--- src/amp_serial_pkg.sv ---
package amp_serial_pkg;

  // Core clock rate in MHz.
  localparam int CLK_MHZ = 100;

  // Fast muting must finish in less than this time. The settings register and the
  // ramp's start cycle add two cycles, so the count keeps a small margin below it.
  localparam int FAST_MUTE_US = 1500;
  localparam int FAST_MUTE_MARGIN = 4;
  localparam int FAST_MUTE_CYCLES = FAST_MUTE_US * CLK_MHZ - FAST_MUTE_MARGIN;

  // Normal muting time; the value is a plain default.
  localparam int NORMAL_MUTE_US = 20000;
  localparam int NORMAL_MUTE_CYCLES = NORMAL_MUTE_US * CLK_MHZ;

  // Width of the mute ramp counter; it must hold the normal count.
  localparam int MUTE_CNT_W = 24;

  // Seven-bit slave address with the select bit clear.
  localparam logic [6:0] ADDR_BASE = 7'h6c;

  // Index of the last control byte in a write, and the number of bits in each byte.
  localparam logic [1:0] LAST_CONTROL_INDEX = 2'h1;
  localparam logic [3:0] BITS_PER_BYTE = 4'h8;

  // Field positions of the first control byte.
  localparam int CB1_DIAG_EN = 6;
  localparam int CB1_OFFSET_EN = 5;
  localparam int CB1_GAIN_FRONT = 4;
  localparam int CB1_GAIN_REAR = 3;
  localparam int CB1_UNMUTE_FRONT = 2;
  localparam int CB1_UNMUTE_REAR = 1;
  localparam int CB1_CLIP = 0;

  // Field positions of the second control byte.
  localparam int CB2_LOW_TH = 7;
  localparam int CB2_FAST_MUTE = 5;
  localparam int CB2_STANDBY_OFF = 4;
  localparam int CB2_LINE_DIAG = 3;
  localparam int CB2_PEAK_DIAG = 2;
  localparam int CB2_HE_RIGHT = 1;
  localparam int CB2_HE_LEFT = 0;

  // Reset values of the control bytes: standby, muted, diagnostics off.
  localparam logic [7:0] CONTROL_FIRST_RESET = 8'h00;
  localparam logic [7:0] CONTROL_SECOND_RESET = 8'h00;

  // Decoded settings that drive the amplifier.
  typedef struct packed {
    logic diagEnable;
    logic offsetEnable;
    logic gainFront16;
    logic gainRear16;
    logic unmuteFront;
    logic unmuteRear;
    logic clipTen;
    logic lowCurrentThreshold;
    logic fastMute;
    logic standbyOff;
    logic lineDriverDiag;
    logic peakCurrentDiag;
    logic highEffRight;
    logic highEffLeft;
  } ampControl_type;

  // Fault flags of one channel, in status byte order from bit 5 down.
  typedef struct packed {
    logic openPeak;
    logic permanent;
    logic shortLoad;
    logic openOrOffset;
    logic supplyShort;
    logic groundShort;
  } channelFault_type;

  // Results of the measurement engines; fault index 0 is channel one.
  typedef struct packed {
    logic thermalWarning1;
    logic thermalWarning2;
    logic thermalWarning3;
    logic diagDone;
    channelFault_type [3:0] fault;
  } diagStatus_type;

  // Serial slave states, one-hot.
  typedef enum logic [6:0] {
    IDLE = 7'h01,
    ADDR = 7'h02,
    ADDR_ACK = 7'h04,
    WRITE = 7'h08,
    WRITE_ACK = 7'h10,
    READ = 7'h20,
    READ_ACK = 7'h40
  } busState_type;

endpackage

--- src/amp_control_diag_serial_port.sv ---
`timescale 1ns/1ns
// Operation
// - Fast mute bit shortens mute below 1.5 ms.
// - Open select pin: bus ignored, pin control.
// - Pin mode: pins pick efficiency and gain.
// - Select pin strap fixes slave address.
// - Start and stop framed while clock high.
// - Data changes only while clock low.
// - Eight bits, MSB first, then acknowledge.
// - Receiver pulls data low on acknowledge.
// - Address lowest bit selects write or read.
// - Write takes two control bytes in order.
// - First byte: diagnostics and offset enables.
// - First byte: gains, unmutes, clip threshold.
// - Second byte: threshold, standby, diagnostic mode.
// - Second byte: peak diagnostic, efficiency modes.
// - Read returns four status bytes in order.
// - Status one: thermal warning, cycle done.
// - Status one low bits: channel three faults.
// - Read restarts diagnostics, returns previous results.
// - Other status bytes: channels four, one, two.
module amp_control_diag_serial_port #(
  parameter int FAST_MUTE_CYCLES = amp_serial_pkg::FAST_MUTE_CYCLES,
  parameter int NORMAL_MUTE_CYCLES = amp_serial_pkg::NORMAL_MUTE_CYCLES
) (
  input wire logic clk,
  input wire logic rst,
  input wire logic sclPin,
  input wire logic sdaIn,
  output logic sdaOut,
  output logic sdaOe,
  input wire logic [1:0] addressSelectStrap,
  input wire logic standbyMutePin,
  input wire logic efficiencySelectPin,
  input wire amp_serial_pkg::diagStatus_type diagStatus,
  output amp_serial_pkg::ampControl_type ampControl,
  output logic frontUnmuted,
  output logic rearUnmuted,
  output logic diagRestart
);

  // Synchronised pins: strap (2), standby-mute, efficiency, data, clock.
  logic [5:0] pinsSync;
  logic sclS;
  logic sdaS;
  logic effS;
  logic stbyS;
  logic [1:0] strapS;

  pin_sync #(
    .W(6)
  ) u_pin_sync (
    .clk(clk),
    .rst(rst),
    .din({addressSelectStrap, standbyMutePin, efficiencySelectPin, sdaIn, sclPin}),
    .dout(pinsSync)
  );

  assign sclS = pinsSync[0];
  assign sdaS = pinsSync[1];
  assign effS = pinsSync[2];
  assign stbyS = pinsSync[3];
  assign strapS = pinsSync[5:4];

  // All block state in one record.
  typedef struct packed {
    amp_serial_pkg::busState_type state;
    logic sclPrev;
    logic sdaPrev;
    logic [7:0] shift;
    logic [3:0] bitCnt;
    logic [1:0] byteIdx;
    logic rw;
    logic hostAck;
    logic sdaOe;
    logic diagRestart;
    logic [7:0] ctlFirst;
    logic [7:0] ctlSecond;
    logic [3:0][7:0] snap;
    amp_serial_pkg::ampControl_type ctl;
  } portState_type;

  portState_type q;
  portState_type next_q;

  // Bus condition decode from the synchronised lines.
  logic sclRise;
  logic sclFall;
  logic startCond;
  logic stopCond;
  logic busOff;
  logic [6:0] myAddr;
  amp_serial_pkg::ampControl_type regCtl;
  amp_serial_pkg::ampControl_type pinCtl;

  // Both lines are compared with their value one cycle back, so a data edge
  // while the clock is high marks a frame boundary.
  always_comb begin
    sclRise = sclS & ~q.sclPrev;
    sclFall = ~sclS & q.sclPrev;
    startCond = sclS & q.sclPrev & q.sdaPrev & ~sdaS;
    stopCond = sclS & q.sclPrev & ~q.sdaPrev & sdaS;
    busOff = strapS[1];
    myAddr = amp_serial_pkg::ADDR_BASE | {6'h00, strapS[0]};
  end

  // Decode of the two control bytes into settings.
  always_comb begin
    regCtl.diagEnable = q.ctlFirst[amp_serial_pkg::CB1_DIAG_EN];
    regCtl.offsetEnable = q.ctlFirst[amp_serial_pkg::CB1_OFFSET_EN];
    regCtl.gainFront16 = q.ctlFirst[amp_serial_pkg::CB1_GAIN_FRONT];
    regCtl.gainRear16 = q.ctlFirst[amp_serial_pkg::CB1_GAIN_REAR];
    regCtl.unmuteFront = q.ctlFirst[amp_serial_pkg::CB1_UNMUTE_FRONT];
    regCtl.unmuteRear = q.ctlFirst[amp_serial_pkg::CB1_UNMUTE_REAR];
    regCtl.clipTen = q.ctlFirst[amp_serial_pkg::CB1_CLIP];
    regCtl.lowCurrentThreshold = q.ctlSecond[amp_serial_pkg::CB2_LOW_TH];
    regCtl.fastMute = q.ctlSecond[amp_serial_pkg::CB2_FAST_MUTE];
    regCtl.standbyOff = q.ctlSecond[amp_serial_pkg::CB2_STANDBY_OFF];
    regCtl.lineDriverDiag = q.ctlSecond[amp_serial_pkg::CB2_LINE_DIAG];
    regCtl.peakCurrentDiag = q.ctlSecond[amp_serial_pkg::CB2_PEAK_DIAG];
    regCtl.highEffRight = q.ctlSecond[amp_serial_pkg::CB2_HE_RIGHT];
    regCtl.highEffLeft = q.ctlSecond[amp_serial_pkg::CB2_HE_LEFT];
  end

  // Pin-controlled settings; the data line doubles as the gain select.
  always_comb begin
    pinCtl = '0;
    pinCtl.standbyOff = stbyS;
    pinCtl.unmuteFront = stbyS;
    pinCtl.unmuteRear = stbyS;
    pinCtl.gainFront16 = sdaS;
    pinCtl.gainRear16 = sdaS;
    pinCtl.highEffRight = effS;
    pinCtl.highEffLeft = effS;
  end

  // Slave sequencer. Bits are taken on clock rise and the data driver only
  // moves on clock fall, so the line is steady while the clock is high.
  always_comb begin
    next_q = q;
    next_q.sclPrev = sclS;
    next_q.sdaPrev = sdaS;
    next_q.diagRestart = 1'b0;
    if (busOff) begin
      // Bus ignored; the driver stays released.
      next_q.state = amp_serial_pkg::IDLE;
      next_q.sdaOe = 1'b0;
    end else if (startCond) begin
      // A start, repeated or not, always opens a new address byte.
      next_q.state = amp_serial_pkg::ADDR;
      next_q.bitCnt = 4'h0;
      next_q.sdaOe = 1'b0;
    end else if (stopCond) begin
      next_q.state = amp_serial_pkg::IDLE;
      next_q.sdaOe = 1'b0;
    end else begin
      case (q.state)
        amp_serial_pkg::ADDR, amp_serial_pkg::WRITE: begin
          if (sclRise && (q.bitCnt < amp_serial_pkg::BITS_PER_BYTE)) begin
            // Most significant bit arrives first.
            next_q.shift = {q.shift[6:0], sdaS};
            next_q.bitCnt = q.bitCnt + 4'h1;
          end else if (sclFall && (q.bitCnt == amp_serial_pkg::BITS_PER_BYTE)) begin
            if (q.state == amp_serial_pkg::ADDR) begin
              if (q.shift[7:1] == myAddr) begin
                next_q.sdaOe = 1'b1;
                next_q.rw = q.shift[0];
                next_q.state = amp_serial_pkg::ADDR_ACK;
                next_q.byteIdx = 2'h0;
                if (q.shift[0]) begin
                  // Results of the finished cycle are frozen, then a new cycle starts.
                  next_q.snap[0] = {diagStatus.thermalWarning1, diagStatus.diagDone,
                                    diagStatus.fault[2]};
                  next_q.snap[1] = {q.ctl.offsetEnable, 1'b0, diagStatus.fault[3]};
                  next_q.snap[2] = {q.ctl.standbyOff, q.ctl.diagEnable,
                                    diagStatus.fault[0]};
                  next_q.snap[3] = {diagStatus.thermalWarning2, diagStatus.thermalWarning3,
                                    diagStatus.fault[1]};
                  next_q.diagRestart = 1'b1;
                end
              end else begin
                // Another slave is addressed; wait for the next start.
                next_q.state = amp_serial_pkg::IDLE;
              end
            end else if (q.byteIdx <= amp_serial_pkg::LAST_CONTROL_INDEX) begin
              if (q.byteIdx == 2'h0) begin
                next_q.ctlFirst = q.shift;
              end else begin
                next_q.ctlSecond = q.shift;
              end
              next_q.sdaOe = 1'b1;
              next_q.state = amp_serial_pkg::WRITE_ACK;
            end else begin
              // Bytes past the second are refused with a released line.
              next_q.state = amp_serial_pkg::IDLE;
            end
          end
        end
        amp_serial_pkg::ADDR_ACK: begin
          if (sclFall) begin
            next_q.bitCnt = 4'h0;
            if (q.rw) begin
              next_q.state = amp_serial_pkg::READ;
              next_q.sdaOe = ~q.snap[0][7];
            end else begin
              next_q.state = amp_serial_pkg::WRITE;
              next_q.sdaOe = 1'b0;
            end
          end
        end
        amp_serial_pkg::WRITE_ACK: begin
          if (sclFall) begin
            next_q.sdaOe = 1'b0;
            next_q.state = amp_serial_pkg::WRITE;
            next_q.bitCnt = 4'h0;
            next_q.byteIdx = q.byteIdx + 2'h1;
          end
        end
        amp_serial_pkg::READ: begin
          if (sclFall) begin
            next_q.bitCnt = q.bitCnt + 4'h1;
            if (q.bitCnt == 4'h7) begin
              // Release for the host's acknowledge.
              next_q.sdaOe = 1'b0;
              next_q.state = amp_serial_pkg::READ_ACK;
            end else begin
              next_q.sdaOe = ~q.snap[q.byteIdx][3'h6 - q.bitCnt[2:0]];
            end
          end
        end
        amp_serial_pkg::READ_ACK: begin
          if (sclRise) begin
            next_q.hostAck = ~sdaS;
          end else if (sclFall) begin
            if (q.hostAck) begin
              // Index wraps, so a fifth byte repeats the first.
              next_q.byteIdx = q.byteIdx + 2'h1;
              next_q.bitCnt = 4'h0;
              next_q.state = amp_serial_pkg::READ;
              next_q.sdaOe = ~q.snap[q.byteIdx + 2'h1][7];
            end else begin
              next_q.state = amp_serial_pkg::IDLE;
            end
          end
        end
        amp_serial_pkg::IDLE: begin
          next_q.sdaOe = 1'b0;
        end
        default: begin
          next_q.state = amp_serial_pkg::IDLE;
          next_q.sdaOe = 1'b0;
        end
      endcase
    end
    // Settings follow the pins when the bus is off, else the control bytes.
    next_q.ctl = busOff ? pinCtl : regCtl;
  end

  // State register; control bytes reset to standby with outputs muted.
  always_ff @(posedge clk or posedge rst) begin
    if (rst) begin
      q <= '0;
      q.state <= amp_serial_pkg::IDLE;
      q.sclPrev <= 1'b1;
      q.sdaPrev <= 1'b1;
      q.ctlFirst <= amp_serial_pkg::CONTROL_FIRST_RESET;
      q.ctlSecond <= amp_serial_pkg::CONTROL_SECOND_RESET;
    end else begin
      q <= next_q;
    end
  end

  // Mute ramps; the fast bit is sampled when a transition starts, which is
  // why the host must clear it afterwards to get the normal time back.
  mute_ramp #(
    .FAST_CYCLES(FAST_MUTE_CYCLES),
    .NORMAL_CYCLES(NORMAL_MUTE_CYCLES)
  ) u_front_ramp (
    .clk(clk),
    .rst(rst),
    .target(q.ctl.unmuteFront),
    .fast(q.ctl.fastMute),
    .unmuted(frontUnmuted)
  );

  mute_ramp #(
    .FAST_CYCLES(FAST_MUTE_CYCLES),
    .NORMAL_CYCLES(NORMAL_MUTE_CYCLES)
  ) u_rear_ramp (
    .clk(clk),
    .rst(rst),
    .target(q.ctl.unmuteRear),
    .fast(q.ctl.fastMute),
    .unmuted(rearUnmuted)
  );

  // The line is open drain: only a low level is ever driven.
  assign sdaOut = 1'b0;
  assign sdaOe = q.sdaOe;
  assign ampControl = q.ctl;
  assign diagRestart = q.diagRestart;
endmodule // amp_control_diag_serial_port

--- src/mute_ramp.sv ---
`timescale 1ns/1ns
// Timed mute transition for one channel group.
module mute_ramp #(
  parameter int FAST_CYCLES = amp_serial_pkg::FAST_MUTE_CYCLES,
  parameter int NORMAL_CYCLES = amp_serial_pkg::NORMAL_MUTE_CYCLES
) (
  input wire logic clk,
  input wire logic rst,
  input wire logic target,
  input wire logic fast,
  output logic unmuted
);

  // Ramp counter, busy flag and the settled output.
  typedef struct packed {
    logic [amp_serial_pkg::MUTE_CNT_W-1:0] cnt;
    logic busy;
    logic unmuted;
  } rampState_type;

  rampState_type q;
  rampState_type next_q;

  // A new target starts a ramp whose length is picked at the start.
  // A target that flips back mid-ramp is settled at the end of the ramp.
  always_comb begin
    next_q = q;
    if (!q.busy && (target != q.unmuted)) begin
      next_q.busy = 1'b1;
      if (fast) begin
        next_q.cnt = amp_serial_pkg::MUTE_CNT_W'(FAST_CYCLES - 1);
      end else begin
        next_q.cnt = amp_serial_pkg::MUTE_CNT_W'(NORMAL_CYCLES - 1);
      end
    end else if (q.busy) begin
      if (q.cnt == '0) begin
        next_q.busy = 1'b0;
        next_q.unmuted = target;
      end else begin
        next_q.cnt = q.cnt - 1'b1;
      end
    end
  end

  // State register.
  always_ff @(posedge clk or posedge rst) begin
    if (rst) begin
      q <= '0;
    end else begin
      q <= next_q;
    end
  end

  assign unmuted = q.unmuted;
endmodule // mute_ramp

--- src/pin_sync.sv ---
`timescale 1ns/1ns
// Two-stage synchroniser for pins from outside the clock domain.
module pin_sync #(
  parameter int W = 1
) (
  input wire logic clk,
  input wire logic rst,
  input wire logic [W-1:0] din,
  output logic [W-1:0] dout
);

  // First and second stage; only the second stage is read outside.
  typedef struct packed {
    logic [W-1:0] first;
    logic [W-1:0] second;
  } syncState_type;

  syncState_type q;
  syncState_type next_q;

  // The first stage feeds the second and nothing else, to contain metastability.
  always_comb begin
    next_q = q;
    next_q.first = din;
    next_q.second = q.first;
  end

  // State register.
  always_ff @(posedge clk or posedge rst) begin
    if (rst) begin
      q <= '0;
    end else begin
      q <= next_q;
    end
  end

  assign dout = q.second;

endmodule // pin_sync
--- config.mk ---
export PLATFORM = sky130hd
export DESIGN_NAME = amp_control_diag_serial_port
export DESIGN_NICKNAME = d
export VERILOG_FILES = /design/src/amp_serial_pkg.sv /design/src/amp_control_diag_serial_port.sv /design/src/mute_ramp.sv /design/src/pin_sync.sv
export SDC_FILE = /design/constraint.sdc
export NUM_CORES = 1
export LEC_CHECK = 0
export ABC_AREA = 0
export BUFFER_PORTS_ARGS = -buffer_cell sky130_fd_sc_hd__buf_2
export CORE_ASPECT_RATIO = 1.25
export CORE_MARGIN = 5
export CORE_UTILIZATION = 55
export CTS_CLUSTER_SIZE = 8
export DETAILED_ROUTE_END_ITERATION = 16
export PLACE_DENSITY = 0.73
export SETUP_SLACK_MARGIN = 0.1
export SLEW_MARGIN = 0
export SYNTH_ARGS = -nofsm -noshare
export SYNTH_HDL_FRONTEND = slang
export SYNTH_SLANG_ARGS = --single-unit
--- constraint.sdc ---
create_clock -name clk -period 6.5 [get_ports clk]
set_clock_uncertainty 0.1 [all_clocks]
set_input_delay 0.65 -clock clk [delete_from_list [all_inputs] [get_ports clk]]
set_output_delay 0.65 -clock clk [all_outputs]
set_load 0.005 [all_outputs]
; ---- After elaboration in Yosys (flattened, before gate mapping)
; Index checks and enable logic that the tools add are counted.
[classes]
addsub = 5
order_cmp = 5
eq_ne = 42
n_mux = 81
n_bitwise = 22
n_reduce_logical = 28
[op_table]
columns = cell, n
row1 = 2-to-1 mux 49 bit, 4
row2 = 2-to-1 mux 50 bit, 2
row3 = 2-to-1 mux 32 bit, 3
row4 = 2-to-1 mux 7 bit, 12
row5 = 2-to-1 mux 26 bit, 2
row6 = 2-to-1 mux 25 bit, 2
row7 = zero test 24 bit, 2
row8 = 2-to-1 mux 24 bit, 2
row9 = "subtractor 24 x 1 -> 24 bit, second input constant", 2
row10 = "!= test 5 x 4 -> 1 bit, second input constant", 9
row11 = one-hot mux 7 bit (6 select lines), 1
row12 = 2-to-1 mux 8 bit, 5
row13 = 2-to-1 mux 6 bit, 6
row14 = AND reduction 9 bit, 4
row15 = binary-select mux 8 bit (select 2 bit), 2
row16 = 2-to-1 mux 16 bit, 2
row17 = 2-to-1 mux 21 bit, 1
row18 = "!= test 3 bit, second input constant", 7
row19 = one-hot mux 4 bit (5 select lines), 1
row20 = AND reduction 10 bit, 2
row21 = 2-to-1 mux 1 bit, 19
row22 = "!= test 2 bit, second input constant", 9
row23 = 2-to-1 mux 4 bit, 4
row24 = 2-to-1 mux 3 bit, 5
row25 = other kinds (41), 75
[totals]
ff_bits = 152
inputBits = 36
out_inout_bits = 19
wordCells = 221

; ---- Depth between registers and ports, before layout
; Gate-level depths: netlist of the first run.
[logic_depth]
word_depth = 11
ltp_mapped = 10
depth_no_buf = 8

; ---- By module
; From an unflattened synthesis of the first run, not the netlist that was laid out.
[unflattened]
hier_cells = 761
hier_area_um2 = 7656.1
[modules_own_cells]
columns = module, n_inst, cells_each, area_per_inst_um2, seq_area_each_um2
row1 = amp_control_diag_serial_port, 1, 432, 4311.6, 2155.8
row2 = mute_ramp at u_front_ramp, 1, 162, 1565.3, 650.6
row3 = mute_ramp at u_rear_ramp, 1, 154, 1475.2, 650.6
row4 = pin_sync, 1, 13, 304.0, 300.3

; ---- Least setup slack after synthesis of the first run
; No wires, ideal clock.
[synth_timing]
path_type = register to register
startpoint = reg u_rear_ramp.q[20] (netlist name)
endpoint = reg u_rear_ramp.q[25] (netlist name)
setup_time_ns = 0.127
arrival_ns = 2.282
required_ns = 6.273
setup_slack_ns = 3.991
path_stages_with_launch = 8
n_path_buf = 1
synth_period_minus_slack_ns = 2.509
cell_sequence = dfrtp_1 > or4_4 > or4b_4 > o31a_1 > buf_6 > nand4_1 > xor2_1 > nor2_1
[synth_between]
elab_chain_len = 4
word_cells_on_any_way = 7
cone_classes = 1 x add/sub / 1 x eq/ne / 3 x mux / 2 x reduce/logical
[synth_lines]
columns = element, line_no
row1 = start: declaration, mute_ramp.sv:21  ; rampState_type q;
row2 = start signal: assignment, mute_ramp.sv:50  ; q <= next_q;
row3 = subtractor 24 x 1 -> 24 bit, mute_ramp.sv:40  ; next_q.cnt = q.cnt - 1'b1;
row4 = 2-to-1 mux 24 bit, mute_ramp.sv:36  ; if (q.cnt == '0) begin
row5 = 2-to-1 mux 26 bit, mute_ramp.sv:35  ; end else if (q.busy) begin
row6 = 2-to-1 mux 25 bit, mute_ramp.sv:28  ; if (!q.busy && (target != q.unmuted)) begin
; Several ways; a longest one is shown, not always the timed one. The select of a mux whose other input is x is not followed.
; A chain may end at the register's enable or synchronous reset.

; ---- Final worst setup path of the first run
[layout_timing]
startpoint = reg q[68] (netlist name)
endpoint = reg q[59] (netlist name)
[layout_between]
elab_chain_len = 4
word_cells_on_any_way = 6
cone_classes = 1 x order compare / 1 x eq/ne / 1 x bitwise / 3 x reduce/logical
[layout_lines]
columns = element, line_no
row1 = start: declaration, amp_control_diag_serial_port.sv:83  ; portState_type q;
row2 = start signal: assignment, amp_control_diag_serial_port.sv:269  ; q <= next_q;
row3 = less-than comparator 4 bit, amp_control_diag_serial_port.sv:159  ; if (sclRise && (q.bitCnt < amp_serial_pkg::BITS_PER_BYTE)) begin
row4 = logical AND 1 bit, amp_control_diag_serial_port.sv:159
row5 = inverter 1 bit (no line), n/a
row6 = AND reduction 9 bit (no line) *, n/a
; Mark *: on every way between the ends. The rest lies on a longest branch, timed or not.

==> results of run 1 <==
-- per-layer routing --
metal | part of all wire, % | global-route usage (%) | vias up
met1 | 40 | 26.75 | 2678
met5 | 0 | 0 | -
met3 | 4.4 | 4.386 | 27
met2 | 53 | 36.36 | 179
li1 | - | - | 2496
met4 | 1.9 | 8.418 | 0
-- logic make-up after synthesis --
logic type                 after synthesis
and+or+nand+nor                        250
DFF                                    150
AOI/OAI and AO/OA                      103
buffers and inverters                   71
muxes                                   65
xor gates and xnor gates                38
adders and majority gates                6
other                                    1
-- worst reg2reg max path, stage by stage, from the launching register on --
cell,delay [ps]
sky130_fd_sc_hd__dfrtp_1,540
sky130_fd_sc_hd__inv_1,120
sky130_fd_sc_hd__ha_1,150
sky130_fd_sc_hd__nand2_1,40
sky130_fd_sc_hd__nor3_1,510
sky130_fd_sc_hd__nand2b_1,250
sky130_fd_sc_hd__nor2_1,610
sky130_fd_sc_hd__mux2_2,410
-- per-stage QoR --
stage | power (mW) | cells | cell area (µm²) | worst slack, ps
final | 2.524 | 898 | 8310 | 3649
after global placement | 1.420 | 866 | 7649 | 3683
after CTS | 2.540 | 898 | 8310 | 3691
after floorplan | 1.355 | 684 | 7385 | 1719
after detailed placement | 1.445 | 866 | 7649 | 3709
after global routing | 2.635 | 898 | 8310 | 3487
-- area by class of cell --
class,count,area (µm²)
clock inverter,14,222.7
timing repair buffer,55,280.3
multi-input combinational,463,3291
tap,171,214.0
sequential,150,3757
fill,1081,4921
clock buffer,18,439.2
inverter,27,106.4
-- power breakdown --
part	switching [mW]	total, mW	leakage, nW	internal [mW]
logic	0.177	0.313	1.45	0.136
registers	0.100	1.12	1.86	1.02
clock network	0.394	1.09	0.317	0.695
total	0.671	2.52	3.63	1.85
-- how the worst min path moves through the flow --
| stage | start | end | slack (ps) | depth (start not counted) |
|---|---|---|---|---|
| 2_1_floorplan | u_pin_sync.next_q[0]$_DFF_PP0_ | u_pin_sync.dout[0]$_DFF_PP0_ | 230 | 0 |
| 3_5_place_dp | u_pin_sync.next_q[1]$_DFF_PP0_ | u_pin_sync.dout[1]$_DFF_PP0_ | 230 | 0 |
| 5_1_grt | sdaIn | u_pin_sync.next_q[1]$_DFF_PP0_ | 210 | 1 |
| 6_report | rst | q[14]$_DFFE_PP0P_ | 230 | 2 |
| 3_3_place_gp | u_pin_sync.next_q[1]$_DFF_PP0_ | u_pin_sync.dout[1]$_DFF_PP0_ | 230 | 0 |
| 4_1_cts | addressSelectStrap[0] | u_pin_sync.next_q[4]$_DFF_PP0_ | 210 | 1 |
-- cells in the final DEF, fill, tap and decap left out, types with 26 or more instances in the layout --
cell and count:
sky130_fd_sc_hd__nand2_1 48, sky130_fd_sc_hd__xor2_1 26, sky130_fd_sc_hd__dfrtp_1 147, sky130_fd_sc_hd__nor3_1 26, sky130_fd_sc_hd__buf_2 53, sky130_fd_sc_hd__o21ai_0 28
sky130_fd_sc_hd__a21oi_1 27, sky130_fd_sc_hd__mux2_2 35, sky130_fd_sc_hd__nor2_1 45, sky130_fd_sc_hd__inv_1 26
-- registers in the layout, summed over array words and instances (netlist names), 6 cells and up --
register and flops:
u_pin_sync.dout 6, u_pin_sync.next_q 6, u_rear_ramp.q 25, q 70, u_front_ramp.q 25, ampControl 14
==> metrics list, run 1 <==
* Outcome: completed
* Skew-Pair Late Insertion Delay: roughly 420 ps
- By area, the combinational part of the netlist is dominated by simple AND/OR/NAND/NOR gates.
* Share of layout cells above drive strength 1: 20.77%
* H-Tree Depth: 4
* Min Clock Period, post-route: 2851 ps
- I/O pin total: 55
- For the final routed database, the setup TNS stands at 0 ps.
* Post-CTS setup buffer count: 0
- Critical path class: reg2reg
- R2r worst-path depth: 7
* Initial antenna violation count: 0
- Commonest cells post-synth: sky130_fd_sc_hd__dfrtp_1, sky130_fd_sc_hd__nand2_1, sky130_fd_sc_hd__nor2_1
- Cell type group with the largest total delay on the critical path: simple AND/OR/NAND/NOR gates
- Setup repair after global routing left no endpoint under its margin.
- Max Clock Freq: 350.8 MHz
- Count of instances resized after the clock tree is built: 0
- Count of clock tree sinks: 150
- Endpoint of the most critical register-to-register path: q[59]$_DFFE_PP0P_
* Die height: approximately 140 µm
- Of the total synthesized cell area, the portion taken by AND, OR, NAND and NOR gates is a little under a fifth.
* Stages on the worst setup path: 7
* Critical Path Fanout Max: 12
* Worst slack on hold paths: 227.1 ps
- The die is 113.6 µm wide.
- The critical path goes through inv_1 -> ha_1 -> nand2_1 -> nor3_1 -> nand2b_1 -> nor2_1 -> mux2_2.
- Final slew viol count: 0
* First-pass GRT wire length: 27.18 mm
- Post-CTS clock slew at the launch and capture registers of the worst setup and hold paths: 60 ps
- Final period util: 43.86%
* Vias post-DR: around 5,400
- The netlist uses 72 different library cells.
* Mapped Avg Cell Area: 10.80 µm²
- The region available for standard cell placement spans 13,230 µm².
- Yosys Warn Count: 0
- DRT Pass-1 Iters: 5
* Post-Synthesis Cells: slightly below 700
- Across the VDD grid, the largest voltage drop is 170.7 µV.
- After synthesis the cells add up to approximately 7400 µm².
- TritonCTS clock tree: yes
- Hold crit path type: in2async
- Starting Density: 55.81%
* Critical Path Source Type: flop
- Type of element capturing the critical path: flop
* Number of synthesized register bits: 150
* Clock buffer count from CTS: 17
* Flop2flop setup slack: roughly 3600 ps
- Synthesized-area fraction occupied by xor and xnor cells: 4.507%
* CP Data Required Time: 6700 ps
- The floorplan step defined a die boundary enclosing around 16,000 µm².
- Most frequent cell after synthesis: sky130_fd_sc_hd__dfrtp_1
* Worst setup path endpoint: q[59]$_DFFE_PP0P_
- Post-synth EDFFs: 0
- Critical-path top delay cell: sky130_fd_sc_hd__nor2_1
- In this run the worst setup path begins at q[68]$_DFFE_PP0P_.
- At the end of routability-driven placement, the weighted congestion stood at about 0.92.
- Slew Limit Headroom: between 30 and 40%
- Final Hold Vio Count: 0
* Worst Path Buf+Inv: 1
- Total power divided by cell area: 303.7 nW/µm²
* Multiplexer share of the synthesized area: 11.03%
- Starting DRT DRC Count: about 500
- Largest cells by area after synthesis: sky130_fd_sc_hd__dfrtp_1, sky130_fd_sc_hd__mux2_2, sky130_fd_sc_hd__xor2_1, sky130_fd_sc_hd__mux2_1, sky130_fd_sc_hd__mux4_2
* Post-synthesis compound-gate area fraction: a little under a tenth
* Share of synthesized flip-flops with an asynchronous set or reset: 100.0%
* Post-synth net total: about 730
* Leading register cell type out of synthesis: sky130_fd_sc_hd__dfrtp_1
- Of all cell types, the one taking the most synthesized area is sky130_fd_sc_hd__dfrtp_1.
- At the end of the flow the core is filled with cells to approximately 63%.
- After floorplanning, the core was divided into 47 placement rows.
- Global route overflow: 0
* Number of inserted diodes: 0
- Data arrives at the worst endpoint at between 3000 and 4000 ps.
- Yosys top cell area share: 49.81%
- DRT Wirelength: 16.13 mm
- Via count of the first global-routing pass: 5,377
- Leakage power of the design: between 3 and 4 nW
- In this run the deepest clock path goes through 2 buffers.
* Number of nets still failing antenna checks after routing: 0
- After legalization and detailed placement, the total HPWL measured 11.28 mm.
- Post-CTS Hold Fix Bufs: 0
- Entering global routing, the biggest net connects 82 pins.
- In the routed design, unresolved DRC markers number 0.
- Final count of negative-setup-slack endpoints: 0
* Longest individual stage delay on the worst path: 610 ps
- Across the run, the number of max-cap violations was 0.
* Area Overhead vs Synth: 12.54%
- Share of synthesized cell area in full adder, half adder and majority cells: 1.017%
- For this run, the total global-route usage over all layers was measured as between 20% and 30%.
* Count of buffers inserted at the top-level ports: 53
- In this run the critical register-to-register path is launched from q[68]$_DFFE_PP0P_.
- At the pin with the least slew margin, the transition time is about 960 ps.
* Proportion of synthesized chip area in sequential cells: 50.88%
- CTS Root Buffer Type: sky130_fd_sc_hd__clkbuf_16
- Wire length per cell after detailed routing: 17.96 µm
* Vias per cell: approximately 6.0
* Nets@finish: between 700 and 800
Power figures use the tool's default switching activity.
==> run 2: changes to the inputs <==
--- a/config.mk
+++ b/config.mk
@@ -9,10 +9,10 @@
 export BUFFER_PORTS_ARGS = -buffer_cell sky130_fd_sc_hd__buf_2
 export CORE_ASPECT_RATIO = 1.25
 export CORE_MARGIN = 5
-export CORE_UTILIZATION = 55
+export CORE_UTILIZATION = 54
 export CTS_CLUSTER_SIZE = 8
 export DETAILED_ROUTE_END_ITERATION = 16
-export PLACE_DENSITY = 0.73
+export PLACE_DENSITY = 0.75
 export SETUP_SLACK_MARGIN = 0.1
 export SLEW_MARGIN = 0
 export SYNTH_ARGS = -nofsm -noshare
==> constraint.sdc (replaced) <==
create_clock -name clk -period 2.4 [get_ports clk]
set_clock_uncertainty 0.1 [all_clocks]
set_input_delay 0.24 -clock clk [delete_from_list [all_inputs] [get_ports clk]]
set_output_delay 0.24 -clock clk [all_outputs]
set_load 0.005 [all_outputs]
==> run 2 against run 1 <==
Compared with the run above: the run now ends with negative setup slack left; total power grew to 2.7 times the previous value; via count is 12% higher; clock power is 140% higher; sequential cell count stayed put; critical path depth stayed put; utilization is 8.8 points higher; worst setup slack worse by 3800 ps; combinational power grew to 3.9 times the previous value; register-to-register slack worse by 3800 ps; critical path type unchanged.
==> metrics list, run 2 (synthesis gave the netlist of run 1 again) <==
- Outcome: complete, but fails checks
* Violated checks: negative setup slack
* H-Tree Depth: 4
- Share of layout cells above drive strength 1: 33.45%
* DRT Wirelength: 18.88 mm
- Subtracting the final worst setup slack from the clock period gives 2527 ps.
- After detailed routing, the number of remaining DRC violations is 0.
- Walking the worst path, the cells encountered are or4_4 -> or4b_4 -> buf_4 -> o31a_2 -> nand4_1 -> xor2_1 -> nor2_1.
- Max-cap violations in this run came to 0.
* Non-filler cells, final: 1,017
* Switching share of power: 28.29%
- Combinational cell fraction of total power: roughly 18%
* Final worst setup slack: -127.0 ps
* RSZ-0062 raised after global routing: yes
* Starting DRT DRC Count: 462
- Largest register by flop count: q
- Clock buffer count from CTS: 17
- In this run the tightest slew margin relative to its limit is 59.13%.
- TritonCTS clock tree: yes
- Leaving out fill and tap cells, the most frequent cells in the layout are sky130_fd_sc_hd__dfrtp_1, sky130_fd_sc_hd__buf_4, sky130_fd_sc_hd__buf_2, sky130_fd_sc_hd__nand2_1, sky130_fd_sc_hd__nor2_1.
- Global-route usage over all layers: 22.74%
* Standard cell core area: 13,350 µm²
- Number of nets still failing antenna checks after routing: 0
* Nets@finish: 875
* CTS Root Buffer Type: sky130_fd_sc_hd__clkbuf_16
- Global route overflow: 0
- The final number of max-transition violations is 0.
* Post-CTS clock slew at the launch and capture registers of the worst setup and hold paths: 60 ps
- In this run the count of I/O pins placed on the die edge is 55.
* Initial antenna violation count: 0
- Stages on the worst setup path: 7
- Relative to the synthesized area, the layout overhead comes to 29.50%.
- Counting the fill cells in the layout gives 876.
- Least-Margin Pin Slew: 613.0 ps
- In this run the power spent charging and discharging nets is 1.928 mW.
* Buffer levels on the longest clock path: 2
- Dividing total power by cell area gives a power density of slightly above 700 nW/µm².
* Max Clock Freq: 395.7 MHz
- At the end of the flow the core is filled with cells to 71.64%.
- Hold timing on the final database bottoms out at a slack of 245.5 ps.
- At the placement stage, the worst setup path has a slack of -147.2 ps.
- Number of flip-flops under the largest register name: 70
- For this design, the slowest cell found on the critical path is sky130_fd_sc_hd__or4_4.
* Regs by FF count: q: 70 flops, u_front_ramp.q: 25 flops, u_rear_ramp.q: 25 flops
- Vias per cell: 5.930
- The floorplan step set the die height to 140.7 µm.
- Worst Path Buf+Inv: 1
- The worst setup path is launched from a flop.
* Die Area: 16,130 µm²
* Internal power: about 4.9 mW
* Vias post-DR: between 6,000 and 7,000
* Leakage power of the design: 4.239 nW
* CP Data Required Time: 2600 ps
- For this configuration, the core starts out at a cell density of 55.32%.
- Die Span X: 114.6 µm
* Worst hold stages: 0
* Final count of negative-setup-slack endpoints: 20
* Data arrival, critical path: 2720 ps
- The clock reaches the later pin of the worst-skew pair after between 400 and 500 ps.
* Count of buffers inserted at the top-level ports: 53
- After detailed routing, the average wire length per cell comes to 18.56 µm.
- Number of inserted diodes: 0
- By startpoint and endpoint, the worst setup path is classified as reg2reg.
* Maximum number of pins on one net before global-route repair: ~120
- The first global-routing pass estimated 29.45 mm of wire.
* Global placer's final weighted congestion: approximately 0.91
- On the worst path, the slowest cell contributes a delay of about 540 ps.
- Cell type group with the largest total delay on the critical path: simple AND/OR/NAND/NOR gates
- CTS saw 150 sinks.
- Cell row count: 47
- Final period util: 105.3%
- The number of endpoints with negative hold slack in the final report is 0.
- Placed Cells incl. Taps: ~930
- Critical Path Fanout Max: 7
- Registers are responsible for a little over two fifths of the overall power.
- The number of global-route vias before repair was 6,102.
- R2r worst-path depth: 7
- Detailed placement ended at an HPWL of roughly 12 mm.
- Portion of total power attributed to the clock network: 38.1%
- Across the VDD grid, the largest voltage drop is 556.6 µV.
* Type of element capturing the critical path: flop
* Commonest non-fill, non-tap cell in the layout: sky130_fd_sc_hd__dfrtp_1
- The path class of the tightest hold or removal check is reg2reg.
- The first detailed-routing pass took 5 iterations.
-- run 2: worst register-to-register path: stages (launching register included) --
cell	delay, ps
sky130_fd_sc_hd__dfrtp_1	380
sky130_fd_sc_hd__or4_4	540
sky130_fd_sc_hd__or4b_4	510
sky130_fd_sc_hd__buf_4	160
sky130_fd_sc_hd__o31a_2	360
sky130_fd_sc_hd__nand4_1	130
sky130_fd_sc_hd__xor2_1	170
sky130_fd_sc_hd__nor2_1	60
-- run 2: per-layer routing --
layer	track usage [%]	vias up	part of all wire (%)
met5	0	-	0
met4	10.82	0	3.7
met1	27.73	3017	39
li1	-	2734	-
met3	4.672	62	4.4
met2	38.33	218	53
-- run 2: what timing repair did --
action | in CTS | in global routing
hold endpoints to repair | 181 | 0
gates resized for setup | 13 | 52
pin swaps | 2 | 32
endpoints found under the setup margin | 35 | 92
cloned | 0 | 2
buffers inserted | 6 | 16
hold buffers | 35 | 0
-- run 2: final timing paths --
check | slack, ps | endpoint | from
max in group asynchronous | 1290 | diagRestart$_DFF_PP0_ | rst
setup reg to reg | -130 | u_rear_ramp.q[23]$_DFFE_PP0P_ | u_rear_ramp.q[21]$_DFFE_PP0P_
hold / removal | 250 | u_pin_sync.dout[0]$_DFF_PP0_ | u_pin_sync.next_q[0]$_DFF_PP0_
hold reg to reg | 250 | u_pin_sync.dout[0]$_DFF_PP0_ | u_pin_sync.next_q[0]$_DFF_PP0_
min in group asynchronous | 420 | q[25]$_DFFE_PP0P_ | rst
setup / recovery | -130 | u_rear_ramp.q[23]$_DFFE_PP0P_ | u_rear_ramp.q[21]$_DFFE_PP0P_
-- run 2: layout make-up --
type	count	area, µm²	share of cell area [%]
clock inverters	13	132.6	1.387
multi-input cells	464	3596	37.60
flip-flops and latches	150	3760	39.32
clock buffers	19	442.9	4.632
well taps	171	214.0	2.237
inverters	27	105.1	1.099
repair buffers	173	1313	13.72
-- run 2: power by group through the flow --
stage	registers, mW	clock network [mW]	logic (mW)
after CTS	2.97	2.63	1.13
final	3.00	2.60	1.22
after detailed placement	3.01	0	1.06
after global placement	2.99	0	1.00
after global routing	3.02	2.75	1.34
after floorplan	2.97	0	0.701
-- run 2: per-stage QoR --
step	TNS [ps]	total power, mW	instance area (µm²)
after floorplan	-83.82	3.674	7421
after global placement	-965.6	3.993	8140
after detailed placement	-1648	4.066	8140
final	-1183	6.815	9563
after global routing	-2475	7.111	9563
after CTS	-515.8	6.738	9165
==> run 3: changes to the inputs <==
--- a/config.mk
+++ b/config.mk
@@ -13,6 +13,7 @@
 export CTS_CLUSTER_SIZE = 8
 export DETAILED_ROUTE_END_ITERATION = 16
 export PLACE_DENSITY = 0.75
+export RECOVER_POWER = 25
 export SETUP_SLACK_MARGIN = 0.1
 export SLEW_MARGIN = 0
 export SYNTH_ARGS = -nofsm -noshare
==> run 3 against run 2 <==
Compared with the run above: the flow finishes with violations (max-capacitance violations, max-slew violations, negative setup slack); final cell count stayed put; clock power is essentially flat; count of clock-buffer cells in the layout stayed put; routed wire length is essentially flat; utilization decreased by 0.17 points; combinational power is essentially flat; largest power group unchanged.
==> metrics list, run 3 (synthesis gave the netlist of run 1 again) <==
- Switch Pwr: 1.926 mW
- The largest registers in the layout are q: 70 flops, u_front_ramp.q: 25 flops, u_rear_ramp.q: 25 flops.
- The floorplan step defined a core boundary enclosing 13,350 µm².
- Headroom to the max-slew limit came out at -2.899%.
* Vias post-DR: 5,992
- STA puts the critical path data required time at ~2600 ps.
* Share of layout cells above drive strength 1: 33.22%
* Sequential share of power: 44.0%
- After detailed routing, the total wire length is 18.89 mm.
* Placed Cells incl. Taps: 926
- TritonCTS clock tree: yes
- Die Span X: 114.6 µm
* Data arrival, critical path: between 2000 and 3000 ps
* Min Clock Period, post-route: between 2000 and 3000 ps
* RSZ-0062 raised after global routing: yes
- Final worst setup slack: -129.2 ps
- In this run the power density over the cells is about 710 nW/µm².
* Total of max-cap violations: 1
- Violated checks: max-capacitance violations, max-slew violations, negative setup slack
- Traced cell by cell, the critical path runs through or4_4 -> or4b_4 -> buf_4 -> o31a_2 -> nand4_1 -> xor2_1 -> nor2_1.
- STA classifies the critical path startpoint as a flop.
- Max Clock Freq: a little under 400 MHz
* H-Tree Depth: 4
* Portion of total power attributed to the clock network: between 30% and 40%
- At the later pin of the worst-skew pair, clock insertion delay measures 420 ps.
- After clock tree synthesis, the clock-pin slew on the worst setup and hold paths is around 60 ps.
* Cell type group with the largest total delay on the critical path: simple AND/OR/NAND/NOR gates
- Hold crit path type: reg2reg
* Buffer levels on the longest clock path: 2
- After the last flow step, the layout net total stands at 875.
* Combinational cell fraction of total power: 17.8%
* Global placer's final weighted congestion: 0.9079
* Worst slack on hold paths: 245.5 ps
* Vias per cell: a little under 6
- Global routing consumed, over all layers together, 22.74% of the routing resources.
- The final number of max-transition violations was 116.
- The first global-routing pass estimated 29.45 mm of wire.
- Summing all non-filler instances in the final layout gives an area of roughly 9500 µm².
* Detailed placer's ending HPWL: 11.81 mm
* Longest individual stage delay on the worst path: 540 ps
* Starting Density: between 50% and 60%
* Clock buffer count from CTS: 17
- Remaining DRCs: 0
- The register with the most flip-flops in the layout has 70 of them.
* Final Hold Vio Count: 0
* Count of clock tree sinks: 150
* Critical path class: reg2reg
- Input and output buffers added on the ports amount to 53.
- Final count of negative-setup-slack endpoints: 20
- Die height: approximately 140 µm
- The flow ran to the end, but the final reports show violations.
* Commonest non-fill, non-tap cell in the layout: sky130_fd_sc_hd__dfrtp_1
- Maximum number of pins on one net before global-route repair: 116
- VDD sags by at most 557.8 µV.
* Global route overflow: 0
- I/O pin total: between 50 and 60
- Least-Margin Pin Slew: 1543 ps
* Final period util: 105.4%
- The number of buffers and inverters on the critical path is 1.
- Largest register by flop count: q
* Critical Path Fanout Max: 7
- Cell internal power was estimated by the tool at 4.882 mW.
- STA classifies the critical path endpoint as a flop.
- Initial antenna violation count: 0
- Via count of the first global-routing pass: slightly above 6,000
- Leakage power of the design: 4.227 nW
- Number of nets still failing antenna checks after routing: 0
- Die Area: 16,130 µm²
- Most used cells in the layout excluding fill and tap cells: sky130_fd_sc_hd__dfrtp_1, sky130_fd_sc_hd__buf_4, sky130_fd_sc_hd__buf_2, sky130_fd_sc_hd__nand2_1, sky130_fd_sc_hd__nor2_1
- In this run the cell area measured after placement is just over 8000 µm².
* Wire length per cell after detailed routing: 18.57 µm
- DRT Pass-1 Iters: 5
- The area growth from synthesis to layout is 29.19%.
- Number of inserted diodes: 0
- Total Neg Setup Slack: -1177 ps
- Net switching is 28.29% of the power.
- Critical-path top delay cell: sky130_fd_sc_hd__or4_4
- The detailed router finished its first iteration with slightly above 500 violations.
* Setup WS pre-CTS: -147.2 ps
* CTS Root Buffer Type: sky130_fd_sc_hd__clkbuf_16
* Cell row count: between 40 and 50
- After layout, the design draws a total of 6.808 mW.
* End-of-flow core utilization: 71.47%
- Once layout is complete, the cells apart from fillers number 1,017.
## run 3: changes by cell type in the layout (fill, tap and decap cells not counted), sizes merged
cell	change
buf	-4
clkbuf	+4
## run 3: path summary, 6_finish.rpt
| check | startpoint | end | slack (ps) | depth (start not counted) |
|---|---|---|---|---|
| max reg2reg | u_rear_ramp.q[21]$_DFFE_PP0P_ | u_rear_ramp.q[23]$_DFFE_PP0P_ | -130 | 7 |
| max | u_rear_ramp.q[21]$_DFFE_PP0P_ | u_rear_ramp.q[23]$_DFFE_PP0P_ | -130 | 7 |
| min reg2reg | u_pin_sync.next_q[0]$_DFF_PP0_ | u_pin_sync.dout[0]$_DFF_PP0_ | 250 | 0 |
| min | u_pin_sync.next_q[0]$_DFF_PP0_ | u_pin_sync.dout[0]$_DFF_PP0_ | 250 | 0 |
| min in group asynchronous | rst | q[25]$_DFFE_PP0P_ | 560 | 4 |
| max in group asynchronous | rst | diagRestart$_DFF_PP0_ | 360 | 4 |
## run 3: power groups by stage
stage | Combinational, mW | Clock, mW | Sequential (mW)
after floorplan | 0.701 | 0 | 2.97
after global placement | 1.00 | 0 | 2.99
after detailed placement | 1.06 | 0 | 3.01
after CTS | 1.13 | 2.63 | 2.97
after global routing | 1.33 | 2.75 | 3.02
final | 1.21 | 2.60 | 3.00
## run 3: final cells by class
type,instances,area [µm²]
repair buffers,173,1292
multi-input cells,464,3596
flip-flops and latches,150,3760
clock inverters,13,132.6
inverters,27,102.6
clock buffers,19,442.9
fillers,879,3809
well taps,171,214.0
## run 3: timing repair
item,4_1_cts,5_1_grt
buffers inserted,6,16
hold buffers,35,0
gates resized for setup,13,52
setup endpoints to repair,35,92
gates cloned,0,2
pin swaps,2,32
hold endpoints to repair,181,0
## run 3: per-layer routing
metal / up-vias / global-route usage, % / wire, µm
met1: 3005 / 27.73 / 7381
met2: 191 / 38.33 / 10060
met5: - / 0 / 0
met4: 0 / 10.82 / 690
li1: 2735 / - / -
met3: 61 / 4.672 / 755
